===== src/cic_pkg.sv =====
/*
 * Shared constants, types and field layouts for the CPU interface
 * control register block.
 * Assumes a single core clock domain and a core that presents one
 * system register access at a time on a valid strobe.
 */
`default_nettype none

package cic_pkg;

   // Access encoding of the physical control register
   localparam logic [1:0] CTL_OP0 = 2'h3;
   localparam logic [2:0] CTL_OP1 = 3'h0;
   localparam logic [3:0] CTL_CRN = 4'hc;
   localparam logic [3:0] CTL_CRM = 4'hc;
   localparam logic [2:0] CTL_OP2 = 3'h4;

   // Exception levels as the core reports them
   localparam logic [1:0] UNPRIVILEGED_LEVEL = 2'h0;
   localparam logic [1:0] KERNEL_LEVEL       = 2'h1;
   localparam logic [1:0] HYPERVISOR_LEVEL   = 2'h2;
   localparam logic [1:0] MONITOR_LEVEL      = 2'h3;

   // Syndrome class reported with every trap
   localparam logic [5:0] TRAP_SYNDROME = 6'h18;

   // Field positions; only the first three are used by both control registers
   localparam int COMMON_BINARY_POINT_SELECT_BIT      = 0;
   localparam int EOI_MODE_BIT  = 1;
   localparam int PRI_LSB       = 8;
   localparam int ID_WIDTH_LSB  = 11;
   localparam int SEI_BIT       = 14;
   localparam int AFF3_BIT      = 15;
   localparam int RSS_BIT       = 18;
   localparam int EXT_RANGE_BIT = 19;

   // Read-only feature values of the virtual control register
   localparam logic       EXT_RANGE_VAL = 1'h1;
   localparam logic       RSS_VAL       = 1'h0;
   localparam logic       AFF3_VAL      = 1'h1;
   localparam logic       SEI_VAL       = 1'h0;
   localparam logic [2:0] ID_WIDTH_VAL  = 3'h0;

   // Reset values of the stored bits
   localparam logic COMMON_BINARY_POINT_SELECT_RST = 1'h0;
   localparam logic EOI_RST  = 1'h0;

   // Binary point saturation limit
   localparam logic [2:0] BPR_MAX = 3'h7;

   // Where an access ends up
   typedef enum logic [2:0] {
      RESP_MISS,
      RESP_UNDEFINED,
      RESP_TRAP_HYP,
      RESP_TRAP_MON,
      RESP_VIRTUAL,
      RESP_SECURE,
      RESP_NONSECURE
   } cic_route_e;

   // System register encoding of a request
   typedef struct packed {
      logic [1:0] op0;
      logic [2:0] op1;
      logic [3:0] crn;
      logic [3:0] crm;
      logic [2:0] op2;
   } cic_enc_s;

   // Processor context that steers the routing
   typedef struct packed {
      logic [1:0] level;
      logic       hypEnabled;
      logic       hypTrapCommon;
      logic       fiqRouteOverride;
      logic       irqRouteOverride;
      logic       monIrqRoute;
      logic       monFiqRoute;
      logic       nonsecureStateBit;
      logic       distSecurityDisable;
   } cic_ctx_s;

   // Answer to one access
   typedef struct packed {
      cic_route_e  route;
      logic [5:0]  syndrome;
      logic [63:0] rdata;
   } cic_resp_s;

endpackage

`default_nettype wire


===== src/cic_cpu_if_control.sv =====
/*
 * Control register logic of an interrupt controller CPU interface:
 * access routing for system register reads and writes of the physical
 * control register, its banked binary point select and end of
 * interrupt mode bits, and the virtual control register.
 * Assumes the core drives requests and context from the same clock,
 * holds the context stable while a request is valid, and keeps the
 * binary point registers itself, handing their values in here.
 */
// How it works
// [RULE1] Clear select: each group uses own point
// [RULE2] Set select: group 0 point serves both
// [RULE3] Select bit aliases bank chosen by security
// [RULE4] Select bit writable only when security disabled or no monitor level exists
// [RULE5] Register matched by its fixed access encoding
// [RULE6] Unprivileged level access is undefined
// [RULE7] Kernel with trap-common traps to hypervisor
// [RULE8] Kernel with route override uses virtual copy
// [RULE9] Both monitor routes set trap to monitor
// [RULE10] Otherwise bank chosen by non-secure bit
// [RULE11] Extended identifier range reads one
// [RULE12] Range selector support reads zero
// [RULE13] Affinity-3 valid reads one, writes ignored
// [RULE14] System error support reads zero
// [RULE15] Identifier width reads zero, read-only
// [RULE16] Priority width reads bit count minus one
// [RULE17] Virtual split follows virtual binary points
// [RULE18] Reserved virtual fields read zero
// [RULE19] Common virtual point: group 1 reads plus one
// [RULE20] End of interrupt mode selects deactivation style
`default_nettype none

module cic_cpu_if_control
#(
   parameter int  PRI_BITS    = 5,   // Implemented priority bits
   parameter bit  HAS_MONITOR = 1'b1 // Highest exception level exists
)
(
   input  wire logic               clk,
   input  wire logic               resetn,
   input  wire logic               reqValid,
   input  wire logic               reqWrite,
   input  wire cic_pkg::cic_enc_s  reqEnc,
   input  wire logic [63:0]        reqWdata,
   input  wire cic_pkg::cic_ctx_s  ctx,
   input  wire logic [2:0]         group0BinaryPoint,
   input  wire logic [2:0]         group1BinaryPoint,
   input  wire logic [2:0]         virtualGroup0BinaryPoint,
   input  wire logic [2:0]         virtualGroup1BinaryPoint,
   output logic                    respValid,
   output cic_pkg::cic_resp_s      resp,
   output logic [2:0]              group0Preempt,
   output logic [2:0]              group1Preempt,
   output logic [2:0]              virtualGroup0Preempt,
   output logic [2:0]              virtualGroup1Preempt,
   output logic [2:0]              virtualGroup1ReadValue,
   output logic                    virtualGroup1WriteIgnore,
   output logic                    endOfInterruptMode,
   output logic                    virtualEndOfInterruptMode
);
   import cic_pkg::*;

   ////////////////////////////////////////////////////////////////////
   // Parameter checks

   // The priority width field holds three bits
   if (PRI_BITS < 1 || PRI_BITS > 8)
   begin : g_bad_pri
      $error("PRI_BITS must lie between 1 and 8");
   end

   localparam logic [2:0] PRI_FIELD = 3'(PRI_BITS - 1);

   ////////////////////////////////////////////////////////////////////
   // Routing decode

   // Resolves one access; earlier conditions take priority
   function automatic cic_route_e route_of(input cic_enc_s e,
                                          input cic_ctx_s c);
      logic hit;
      logic monRoute;
      cic_route_e bank;
      hit = (e.op0 == CTL_OP0) && (e.op1 == CTL_OP1) &&
            (e.crn == CTL_CRN) && (e.crm == CTL_CRM) &&
            (e.op2 == CTL_OP2);                          // [RULE5]
      monRoute = c.monIrqRoute && c.monFiqRoute;
      bank = c.nonsecureStateBit ? RESP_NONSECURE
                                 : RESP_SECURE;          // [RULE10]
      if (!hit)
      begin
         route_of = RESP_MISS;
      end
      else if (c.level == UNPRIVILEGED_LEVEL)
      begin
         route_of = RESP_UNDEFINED;                      // [RULE6]
      end
      else if (c.level == KERNEL_LEVEL && c.hypEnabled &&
               c.hypTrapCommon)
      begin
         route_of = RESP_TRAP_HYP;                       // [RULE7]
      end
      else if (c.level == KERNEL_LEVEL && c.hypEnabled &&
               (c.fiqRouteOverride || c.irqRouteOverride))
      begin
         route_of = RESP_VIRTUAL;                        // [RULE8]
      end
      else if (c.level != MONITOR_LEVEL && monRoute)
      begin
         route_of = RESP_TRAP_MON;                       // [RULE9]
      end
      else
      begin
         route_of = bank;                                // [RULE10]
      end
   endfunction

   // Saturating increment used for the common virtual binary point
   function automatic logic [2:0] sat_inc(input logic [2:0] v);
      sat_inc = (v == BPR_MAX) ? BPR_MAX : 3'(v + 3'h1);
   endfunction

   ////////////////////////////////////////////////////////////////////
   // Stored state

   logic cbprSecure_ff;       // Select bit, secure bank
   logic cbprNonsecure_ff;    // Select bit, non-secure bank
   logic eoiSecure_ff;        // End of interrupt mode, secure bank
   logic eoiNonsecure_ff;     // End of interrupt mode, non-secure bank
   logic vCbpr_ff;            // Virtual common binary point bit
   logic vEoi_ff;             // Virtual end of interrupt mode bit
   logic respValid_ff;        // Answer strobe
   cic_resp_s resp_ff;        // Answer payload

   ////////////////////////////////////////////////////////////////////
   // Access decode

   cic_route_e reqRoute;      // Destination of the current request
   logic       take;          // A request is present this cycle
   logic       wrSecure;      // Write lands in the secure bank
   logic       wrNonsecure;   // Write lands in the non-secure bank
   logic       wrVirtual;     // Write lands in the virtual copy
   logic       cbprWritable;  // Select bit may be changed
   logic       wCbpr;         // Select bit value being written
   logic       wEoi;          // Mode bit value being written

   assign reqRoute    = route_of(reqEnc, ctx);
   assign take        = reqValid;
   assign wrSecure    = take && reqWrite && (reqRoute == RESP_SECURE);
   assign wrNonsecure = take && reqWrite &&
                        (reqRoute == RESP_NONSECURE);
   assign wrVirtual   = take && reqWrite && (reqRoute == RESP_VIRTUAL);
   assign wCbpr       = reqWdata[COMMON_BINARY_POINT_SELECT_BIT];
   assign wEoi        = reqWdata[EOI_MODE_BIT];

   // Without a monitor level the bit is an ordinary read/write bit
   assign cbprWritable = !HAS_MONITOR ||
                         ctx.distSecurityDisable;        // [RULE4]

   ////////////////////////////////////////////////////////////////////
   // Next values of the banked bits

   logic nxt_cbprSecure_ff;
   logic nxt_cbprNonsecure_ff;
   logic nxt_eoiSecure_ff;
   logic nxt_eoiNonsecure_ff;
   logic nxt_vCbpr_ff;
   logic nxt_vEoi_ff;

   // The select bit lives in the top-level copy of each bank, so a
   // bank is written only through its own security state
   assign nxt_cbprSecure_ff    = (wrSecure && cbprWritable) ? wCbpr
                                 : cbprSecure_ff;        // [RULE3]
   assign nxt_cbprNonsecure_ff = (wrNonsecure && cbprWritable) ? wCbpr
                                 : cbprNonsecure_ff;     // [RULE3]
   assign nxt_eoiSecure_ff     = wrSecure ? wEoi : eoiSecure_ff;
   assign nxt_eoiNonsecure_ff  = wrNonsecure ? wEoi : eoiNonsecure_ff;
   assign nxt_vCbpr_ff         = wrVirtual ? wCbpr : vCbpr_ff;
   assign nxt_vEoi_ff          = wrVirtual ? wEoi : vEoi_ff;

   ////////////////////////////////////////////////////////////////////
   // Read values

   logic [63:0] physRead;     // Image of the selected physical bank
   logic [63:0] virtRead;     // Image of the virtual register
   logic        selCbpr;      // Select bit of the addressed bank
   logic        selEoi;       // Mode bit of the addressed bank

   assign selCbpr = (reqRoute == RESP_NONSECURE) ? cbprNonsecure_ff
                                                 : cbprSecure_ff;
   assign selEoi  = (reqRoute == RESP_NONSECURE) ? eoiNonsecure_ff
                                                 : eoiSecure_ff;

   // Only the fields this block owns are shown; the rest read zero
   always_comb
   begin
      physRead                              = 64'h0;
      physRead[PRI_LSB +: 3]                = PRI_FIELD;   // [RULE16]
      physRead[EOI_MODE_BIT]                = selEoi;
      physRead[COMMON_BINARY_POINT_SELECT_BIT]                    = selCbpr;     // [RULE3]
   end

   // Everything not named here is reserved and reads zero
   always_comb
   begin
      virtRead                    = 64'h0;                 // [RULE18]
      virtRead[EXT_RANGE_BIT]     = EXT_RANGE_VAL;         // [RULE11]
      virtRead[RSS_BIT]           = RSS_VAL;               // [RULE12]
      virtRead[AFF3_BIT]          = AFF3_VAL;              // [RULE13]
      virtRead[SEI_BIT]           = SEI_VAL;               // [RULE14]
      virtRead[ID_WIDTH_LSB +: 3] = ID_WIDTH_VAL;          // [RULE15]
      virtRead[PRI_LSB +: 3]      = PRI_FIELD;             // [RULE16]
      virtRead[EOI_MODE_BIT]      = vEoi_ff;
      virtRead[COMMON_BINARY_POINT_SELECT_BIT]          = vCbpr_ff;
   end

   ////////////////////////////////////////////////////////////////////
   // Answer assembly

   cic_resp_s nxt_resp_ff;    // Answer captured at the taking edge
   logic [63:0] ansData;      // Read data, zero for writes and faults
   logic [5:0]  ansSyndrome;  // Syndrome class, zero unless trapped

   assign ansData = reqWrite ? 64'h0
                  : (reqRoute == RESP_VIRTUAL) ? virtRead
                  : (reqRoute == RESP_SECURE ||
                     reqRoute == RESP_NONSECURE) ? physRead
                  : 64'h0;
   assign ansSyndrome = (reqRoute == RESP_TRAP_HYP ||
                         reqRoute == RESP_TRAP_MON)
                        ? TRAP_SYNDROME : 6'h0;        // [RULE7] [RULE9]
   assign nxt_resp_ff = '{route: reqRoute, syndrome: ansSyndrome,
                          rdata: ansData};

   ////////////////////////////////////////////////////////////////////
   // Registers

   // Banked control bits; writes take effect at the taking edge
   always_ff @(posedge clk or negedge resetn)
   begin
      if (!resetn)
      begin
         cbprSecure_ff    <= COMMON_BINARY_POINT_SELECT_RST;
         cbprNonsecure_ff <= COMMON_BINARY_POINT_SELECT_RST;
         eoiSecure_ff     <= EOI_RST;
         eoiNonsecure_ff  <= EOI_RST;
         vCbpr_ff         <= COMMON_BINARY_POINT_SELECT_RST;
         vEoi_ff          <= EOI_RST;
      end
      else
      begin
         cbprSecure_ff    <= nxt_cbprSecure_ff;
         cbprNonsecure_ff <= nxt_cbprNonsecure_ff;
         eoiSecure_ff     <= nxt_eoiSecure_ff;
         eoiNonsecure_ff  <= nxt_eoiNonsecure_ff;
         vCbpr_ff         <= nxt_vCbpr_ff;
         vEoi_ff          <= nxt_vEoi_ff;
      end
   end

   // One answer per request, registered at the edge that takes it
   always_ff @(posedge clk or negedge resetn)
   begin
      if (!resetn)
      begin
         respValid_ff <= 1'b0;
         resp_ff      <= '0;
      end
      else
      begin
         respValid_ff <= take;
         if (take)
         begin
            resp_ff <= nxt_resp_ff;
         end
      end
   end

   assign respValid = respValid_ff;
   assign resp      = resp_ff;

   ////////////////////////////////////////////////////////////////////
   // Preemption grouping

   logic curNonsecure;        // Security state of the running code
   logic curCbpr;             // Select bit seen by the running code

   // The monitor level always runs secure
   assign curNonsecure = ctx.nonsecureStateBit &&
                         (ctx.level != MONITOR_LEVEL);
   assign curCbpr = curNonsecure ? cbprNonsecure_ff
                                 : cbprSecure_ff;        // [RULE3]

   assign group0Preempt = group0BinaryPoint;             // [RULE1]
   assign group1Preempt = curCbpr ? group0BinaryPoint    // [RULE2]
                                  : group1BinaryPoint;   // [RULE1]

   // Virtual split comes from the virtual binary points only
   assign virtualGroup0Preempt = virtualGroup0BinaryPoint; // [RULE17]
   assign virtualGroup1Preempt = vCbpr_ff ? virtualGroup0BinaryPoint
                               : virtualGroup1BinaryPoint; // [RULE17]

   // Group 1 reads follow group 0 while the common bit is set
   assign virtualGroup1ReadValue = vCbpr_ff
                                 ? sat_inc(virtualGroup0BinaryPoint)
                                 : virtualGroup1BinaryPoint; // [RULE19]
   assign virtualGroup1WriteIgnore = vCbpr_ff;           // [RULE19]

   ////////////////////////////////////////////////////////////////////
   // End of interrupt mode

   // Clear: completion drops priority and deactivates; set: it only
   // drops priority and a separate deactivate write is needed
   assign endOfInterruptMode = curNonsecure ? eoiNonsecure_ff
                                            : eoiSecure_ff; // [RULE20]
   assign virtualEndOfInterruptMode = vEoi_ff;           // [RULE20]

endmodule

`default_nettype wire


===== config.mk =====
export PLATFORM = sky130hd
export DESIGN_NAME = cic_cpu_if_control
export DESIGN_NICKNAME = d
export VERILOG_FILES = /design/src/cic_pkg.sv /design/src/cic_cpu_if_control.sv
export SDC_FILE = /design/constraint.sdc
export NUM_CORES = 1
export LEC_CHECK = 0
export BUFFER_PORTS_ARGS = -buffer_cell sky130_fd_sc_hd__buf_2
export CAP_MARGIN = 25
export CORE_AREA = 2 2 77 79
export CTS_CLUSTER_SIZE = 40
export DETAILED_ROUTE_END_ITERATION = 8
export DIE_AREA = 0 0 79 81
export GPL_ROUTABILITY_DRIVEN = 0
export PLACE_DENSITY = 0.8
export SLEW_MARGIN = 25
export SYNTH_ARGS = -nofsm -noshare
export SYNTH_HDL_FRONTEND = slang
export SYNTH_SLANG_ARGS = --single-unit

===== constraint.sdc =====
create_clock -name clk -period 1.3 [get_ports clk]
set_input_delay 0.065 -clock clk [delete_from_list [all_inputs] [get_ports clk]]
set_output_delay 0.065 -clock clk [all_outputs]
set_load 0.02 [all_outputs]

==> results of run 1 <==
-- final cells by class --
| cell class | instances | share of cell area [%] |
|---|---|---|
| Timing Repair Buffer | 95 | 27.9 |
| Tap cell | 75 | 4.62 |
| Sequential cell | 15 | 18.5 |
| Multi-Input combinational cell | 140 | 45.5 |
| Inverter | 7 | 1.29 |
| Clock buffer | 4 | 2.22 |
-- placed cells by master (no fill, tap or decap), drive strengths merged, types with 2 or more instances in the layout --
cell type  synthesis  routed
a31oi              2       2
o21a               2       2
and4bb             3       3
clkbuf             1       4
o21ai              6       6
dfrtp             15      15
inv                7       7
mux2              14      14
conb               1      63
o2bb2ai            2       2
nand2              8       8
nand3              3       3
nor2               7       7
nand4              3       3
buf               71      94
a21oi              5       5
-- where the power goes --
group	switching [mW]	internal [mW]	total [mW]	leakage (nW)
Clock	0.153	0.217	0.370	0.0228
Combinational	0.313	0.146	0.459	0.937
Sequential	0.000324	0.469	0.469	0.207
Total	0.466	0.831	1.30	1.17
-- final timing paths --
kind                               start                       end  slack, ns  depth (start not counted)
setup / recovery           cbprSecure_ff          group1Preempt[1]      -0.19                          4
hold / removal               reqWdata[0]  virtualGroup1WriteIgnore       0.09                          2
setup reg to reg                 resp[1]                   resp[1]       0.15                          3
hold reg to reg                 resp[72]                  resp[72]       0.50                          1
max in group asynchronous         resetn                 respValid       0.79                          2
min in group asynchronous         resetn           eoiNonsecure_ff       0.25                          2
-- state kept, by name, indices dropped and copies added (netlist names) --
| name | cells |
|---|---|
| cbprNonsecure_ff | 1 |
| cbprSecure_ff | 1 |
| eoiNonsecure_ff | 1 |
| respValid | 1 |
| resp | 8 |
| eoiSecure_ff | 1 |
| virtualEndOfInterruptMode | 1 |
| virtualGroup1WriteIgnore | 1 |
-- cell usage after synthesis (2+ instances only) --
cell,instances,area (sq um)
inv_1,7,26.3
a31oi_1,2,12.5
nand3_1,3,15.0
mux2_1,6,67.6
buf_4,71,533
nor2_1,7,26.3
nand2_1,7,26.3
and4bb_2,2,25.0
o21a_1,2,15.0
o2bb2ai_1,2,17.5
nand4_1,2,12.5
a21oi_1,5,25.0
dfrtp_1,15,375
o21ai_0,5,25.0
mux2_2,8,90.1
-- stage by stage --
step | cells | setup TNS, ns
after floorplan | 234 | -1.19
after global placement | 326 | -3.30
after detailed placement | 326 | -3.58
after CTS | 335 | -1.79
after global routing | 336 | -2.72
final | 336 | -1.47
-- cells by family after synthesis --
kind of cell	after synthesis	share of synthesized area [%]
muxes	15	10.8
and+or+nand+nor	31	12.6
AOI/OAI and AO/OA	29	14.5
buffers and inverters	79	36.3
DFF	15	24.2
other	1	0.242
adders and majority gates	2	1.45
-- layer usage --
layer	wire, um	track usage [%]	vias up
met3	330	2.33	4
met5	0	0	-
li1	-	-	642
met4	31	1.90	0
met1	1390	12.1	622
met2	1750	18.6	94
-- repair_timing --
action	CTS	global route
resized for setup	21	2
hold endpoints to repair	15	0
hold buffers	1	0
setup buffers	4	1
setup endpoints to repair	14	19
gates cloned	0	0
pin swaps	6	1
==> impl_metrics.json, run 1 <==
{
  "drive_above_1_share_pct": 47.1,
  "vdd.ir_drop.worst_mv": 0.640,
  "viasPerCell": 4.05,
  "crit_arrival_ns": 1.42,
  "clock_skew_ns": 0.00463,
  "final.setup.worst_slack_ns": -0.186,
  "antenna_found_initial": 0,
  "regArea_sq_um": 375,
  "async_flop_share_pct": 100,
  "wl_per_cell_um": 10.4,
  "initial_utilization_pct": 27.4,
  "crit_fanout": 3,
  "clk_latency_ns": 0.25,
  "violations": "setup timing",
  "drc": 0,
  "period_share_pct": 114,
  "power.leakage_nw": 1.17,
  "drt-total-wl_um": 3500,
  "synth_area_per_cell_sq_um": 9.03,
  "outcome": "finished with violations",
  "yosysWarnings": 0,
  "cts_sinks": 15,
  "design_area_sq_mm": 0.00203,
  "setup_viol": 13,
  "diodes": 0,
  "drt_iter0_drc": 20,
  "die_x_um": 79,
  "synth_enable_flop_cells": 0,
  "cts-buffers-inserted": 3,
  "placed_cell_area_sq_mm": 0.00184,
  "grt_max_degree": 16,
  "area_growth_pct": 30.8,
  "nFillCells": 585,
  "grt_use_total_pct": 10.1,
  "rows": 28,
  "cts_tree": "done",
  "grt_overflow": 0,
  "drtPass1Iterations": 4,
  "grt_pass1_vias": 1140,
  "grt_pass1_wl_um": 5140,
  "post-route-util_pct": 35.8,
  "max_freq_ghz": 0.673,
  "die-area_sq_mm": 0.00640,
  "clk_pin_slew_ns": 0.06,
  "required_ns": 1.24,
  "ys_types": 43,
  "slew_headroom_pct": 65.0,
  "crit_path_start_kind": "register",
  "htree_num_levels": 1,
  "worstMarginPinSlew_ns": 0.520,
  "slowest_stage": "dfrtp_1",
  "end_kind": "primary output",
  "hold_path_class": "primary input to register",
  "crit_chain": "mux2i_1 > buf_4 > mux2_4 > buf_6",
  "cts_buffer_depth": 2,
  "cp_num_buf_inv": 2,
  "pwr_density_cell_mw_per_mm2": 639,
  "die_h_um": 81,
  "critPathKind": "register to primary output",
  "vias": 1362,
  "clockRootBuffer": "clkbuf_8",
  "critPathMaxStageDelay_ns": 0.40,
  "cap_violations": 0,
  "multi_input_area_sq_um": 923,
  "synth_area_sq_mm": 0.00155,
  "min_period_ns": 1.49,
  "dpl_worst_slack_ns": -0.453,
  "drtAntennaViolNets": 0,
  "finalPower_mw": 1.30,
  "port_buffers": 72,
  "synth-seq-cells": 15,
  "hold-worst-slack_ns": 0.0868,
  "finalNetCount": 369,
  "hold_viol_final": 0,
  "finalMaxSlewViolations": 0,
  "hpwl_um": 2760,
  "fp.coreArea_sq_mm": 0.00568,
  "synth_flop_cell": "dfrtp_1",
  "rsz0062_at_grt": "true",
  "io_pins": 198,
  "critical-path-top-delay-family": "multiplexers",
  "ys_seq_area_share_pct": 24.2,
  "synth_cells": 172
}
Note: power is estimated with default switching activity, not from simulation.
==> run 2, diff against run 1 <==
==> constraint.sdc (replaced) <==
create_clock -name clk -period 1.3 [get_ports clk]
set_input_delay 0.065 -clock clk [delete_from_list [all_inputs] [get_ports clk]]
set_output_delay 0.065 -clock clk [all_outputs]
set_load 0.005 [all_outputs]
==> impl_metrics.json, run 2 (synthesized netlist as in run 1, its figures left out) <==
{
  "outcome": "finished with violations",
  "violations": "setup timing",
  "diodes": 0,
  "period_share_pct": 113,
  "slowest_stage": "dfrtp_1",
  "finalMaxSlewViolations": 0,
  "hpwl_um": 2760,
  "finalNetCount": 369,
  "drtPass1Iterations": 4,
  "drive_above_1_share_pct": 47.1,
  "cap_violations": 0,
  "power.leakage_nw": 1.16,
  "pwr_density_cell_mw_per_mm2": 566,
  "instances_no_fill": 336,
  "worstMarginPinSlew_ns": 0.520,
  "cts_tree": "done",
  "placed_cell_area_sq_mm": 0.00184,
  "critPathMaxStageDelay_ns": 0.40,
  "viasPerCell": 4.05,
  "cts_buffer_depth": 2,
  "clock_skew_ns": 0.00463,
  "crit_path_start_kind": "register",
  "io_pins": 198,
  "rows": 28,
  "wl_per_cell_um": 10.4,
  "largest_reg_flops": 8,
  "regToRegSetupSlack_ns": 0.15,
  "area_growth_pct": 30.4,
  "port_buffers": 72,
  "crit_fanout": 3,
  "clk_pin_slew_ns": 0.06,
  "clk_latency_ns": 0.25,
  "crit_arrival_ns": 1.40,
  "cts_sinks": 15,
  "crit_chain": "mux2i_1 > buf_4 > mux2_4 > buf_6",
  "htree_num_levels": 1,
  "grt_use_total_pct": 10.0,
  "holdPathStages": 2,
  "final_common_cell": "buf_2",
  "rsz0062_at_grt": "true",
  "cts-buffers-inserted": 3,
  "hold_start": "reqWdata[0]",
  "finalSetupTns_ns": -1.33,
  "die-area_sq_mm": 0.00640,
  "vdd.ir_drop.worst_mv": 0.631,
  "critical-path-top-delay-family": "multiplexers",
  "min_period_ns": 1.47,
  "dp.cells": 326,
  "die_x_um": 79,
  "hold_path_class": "primary input to register",
  "ff2ff_path_depth": 3,
  "slew_headroom_pct": 65.0,
  "hold_viol_final": 0,
  "dpl_worst_slack_ns": -0.453,
  "grt_overflow": 0,
  "r2r-end": "resp[1]",
  "grt_pass1_vias": 1117,
  "drc": 0,
  "drtAntennaViolNets": 0,
  "fp.coreArea_sq_mm": 0.00568,
  "required_ns": 1.24,
  "final.setup.worst_slack_ns": -0.169,
  "clockRootBuffer": "clkbuf_8",
  "setup_viol": 13,
  "grt_pass1_wl_um": 5090,
  "drt-total-wl_um": 3500,
  "max_freq_ghz": 0.681,
  "grt_max_degree": 16,
  "design_area_sq_mm": 0.00202,
  "final_cell_mix": "68 x buf_2, 63 x conb_1, 22 x buf_4, 15 x dfrtp_1, 9 x mux2_4",
  "end_kind": "primary output",
  "timing.rr.start": "resp[1]",
  "drt_iter0_drc": 20,
  "die_h_um": 81,
  "hold_end": "virtualGroup1WriteIgnore",
  "vias": 1362,
  "hold-worst-slack_ns": 0.0868,
  "initial_utilization_pct": 27.4,
  "antenna_found_initial": 0,
  "cp_num_buf_inv": 2,
  "critPathKind": "register to primary output"
}
## run 2: cell counts in the layout (fill, tap and decap cells not counted)
Identical to the previous run, type by type.
## run 2: what timing repair did
item	CTS	global route
hold buffers	1	0
gates resized for setup	14	5
buffers inserted	4	1
pin swaps	6	1
hold endpoints to repair	15	0
endpoints found under the setup margin	14	19
## run 2: area by class of cell
class / instances / area, sq um
Inverter: 7 / 26.3
Fill cell: 587 / 3650
Timing Repair Buffer: 95 / 561
Tap cell: 75 / 93.8
Clock buffer: 4 / 45.0
Sequential cell: 15 / 375
Multi-Input combinational cell: 140 / 923
## run 2: per-stage QoR
step	utilization, %	power [mW]
after detailed placement	32.4	0.761
after global placement	32.4	0.756
after CTS	35.1	1.15
final	35.7	1.15
after floorplan	-	0.745
after global routing	35.7	1.22
## run 2: worst reg2reg max path: cells and delay by family, from the launching register on
kind	cells	cell delay (ns)
compound gates	2	0.52
flops	1	0.37
simple gates	1	0.15
## run 2: power breakdown
group / internal (mW) / switching [mW]
sequential: 0.469 / 0.000324
combinational: 0.143 / 0.165
clock: 0.217 / 0.153
total: 0.829 / 0.318
## run 2: worst max-delay path by stage
stage | slack [ns] | to | cells after the start | from
2_1_floorplan | -0.25 | cbprSecure_ff | 5 | reqEnc[7]
5_1_grt | -0.23 | cbprSecure_ff | 7 | reqEnc[4]
6_report | -0.17 | group1Preempt[1] | 4 | cbprSecure_ff
4_1_cts | -0.19 | cbprSecure_ff | 7 | reqEnc[4]
3_3_place_gp | -0.41 | cbprSecure_ff | 7 | reqEnc[12]
3_5_place_dp | -0.45 | cbprSecure_ff | 7 | reqEnc[12]
## run 2: metal layers
| layer | global-route usage (%) | vias to the layer above | share of wire, % |
|---|---|---|---|
| li1 | - | 642 | - |
| met1 | 12.0 | 622 | 40 |
| met2 | 18.4 | 94 | 50 |
| met3 | 2.33 | 4 | 9.6 |
| met4 | 1.90 | 0 | 0.89 |
| met5 | 0 | - | 0 |
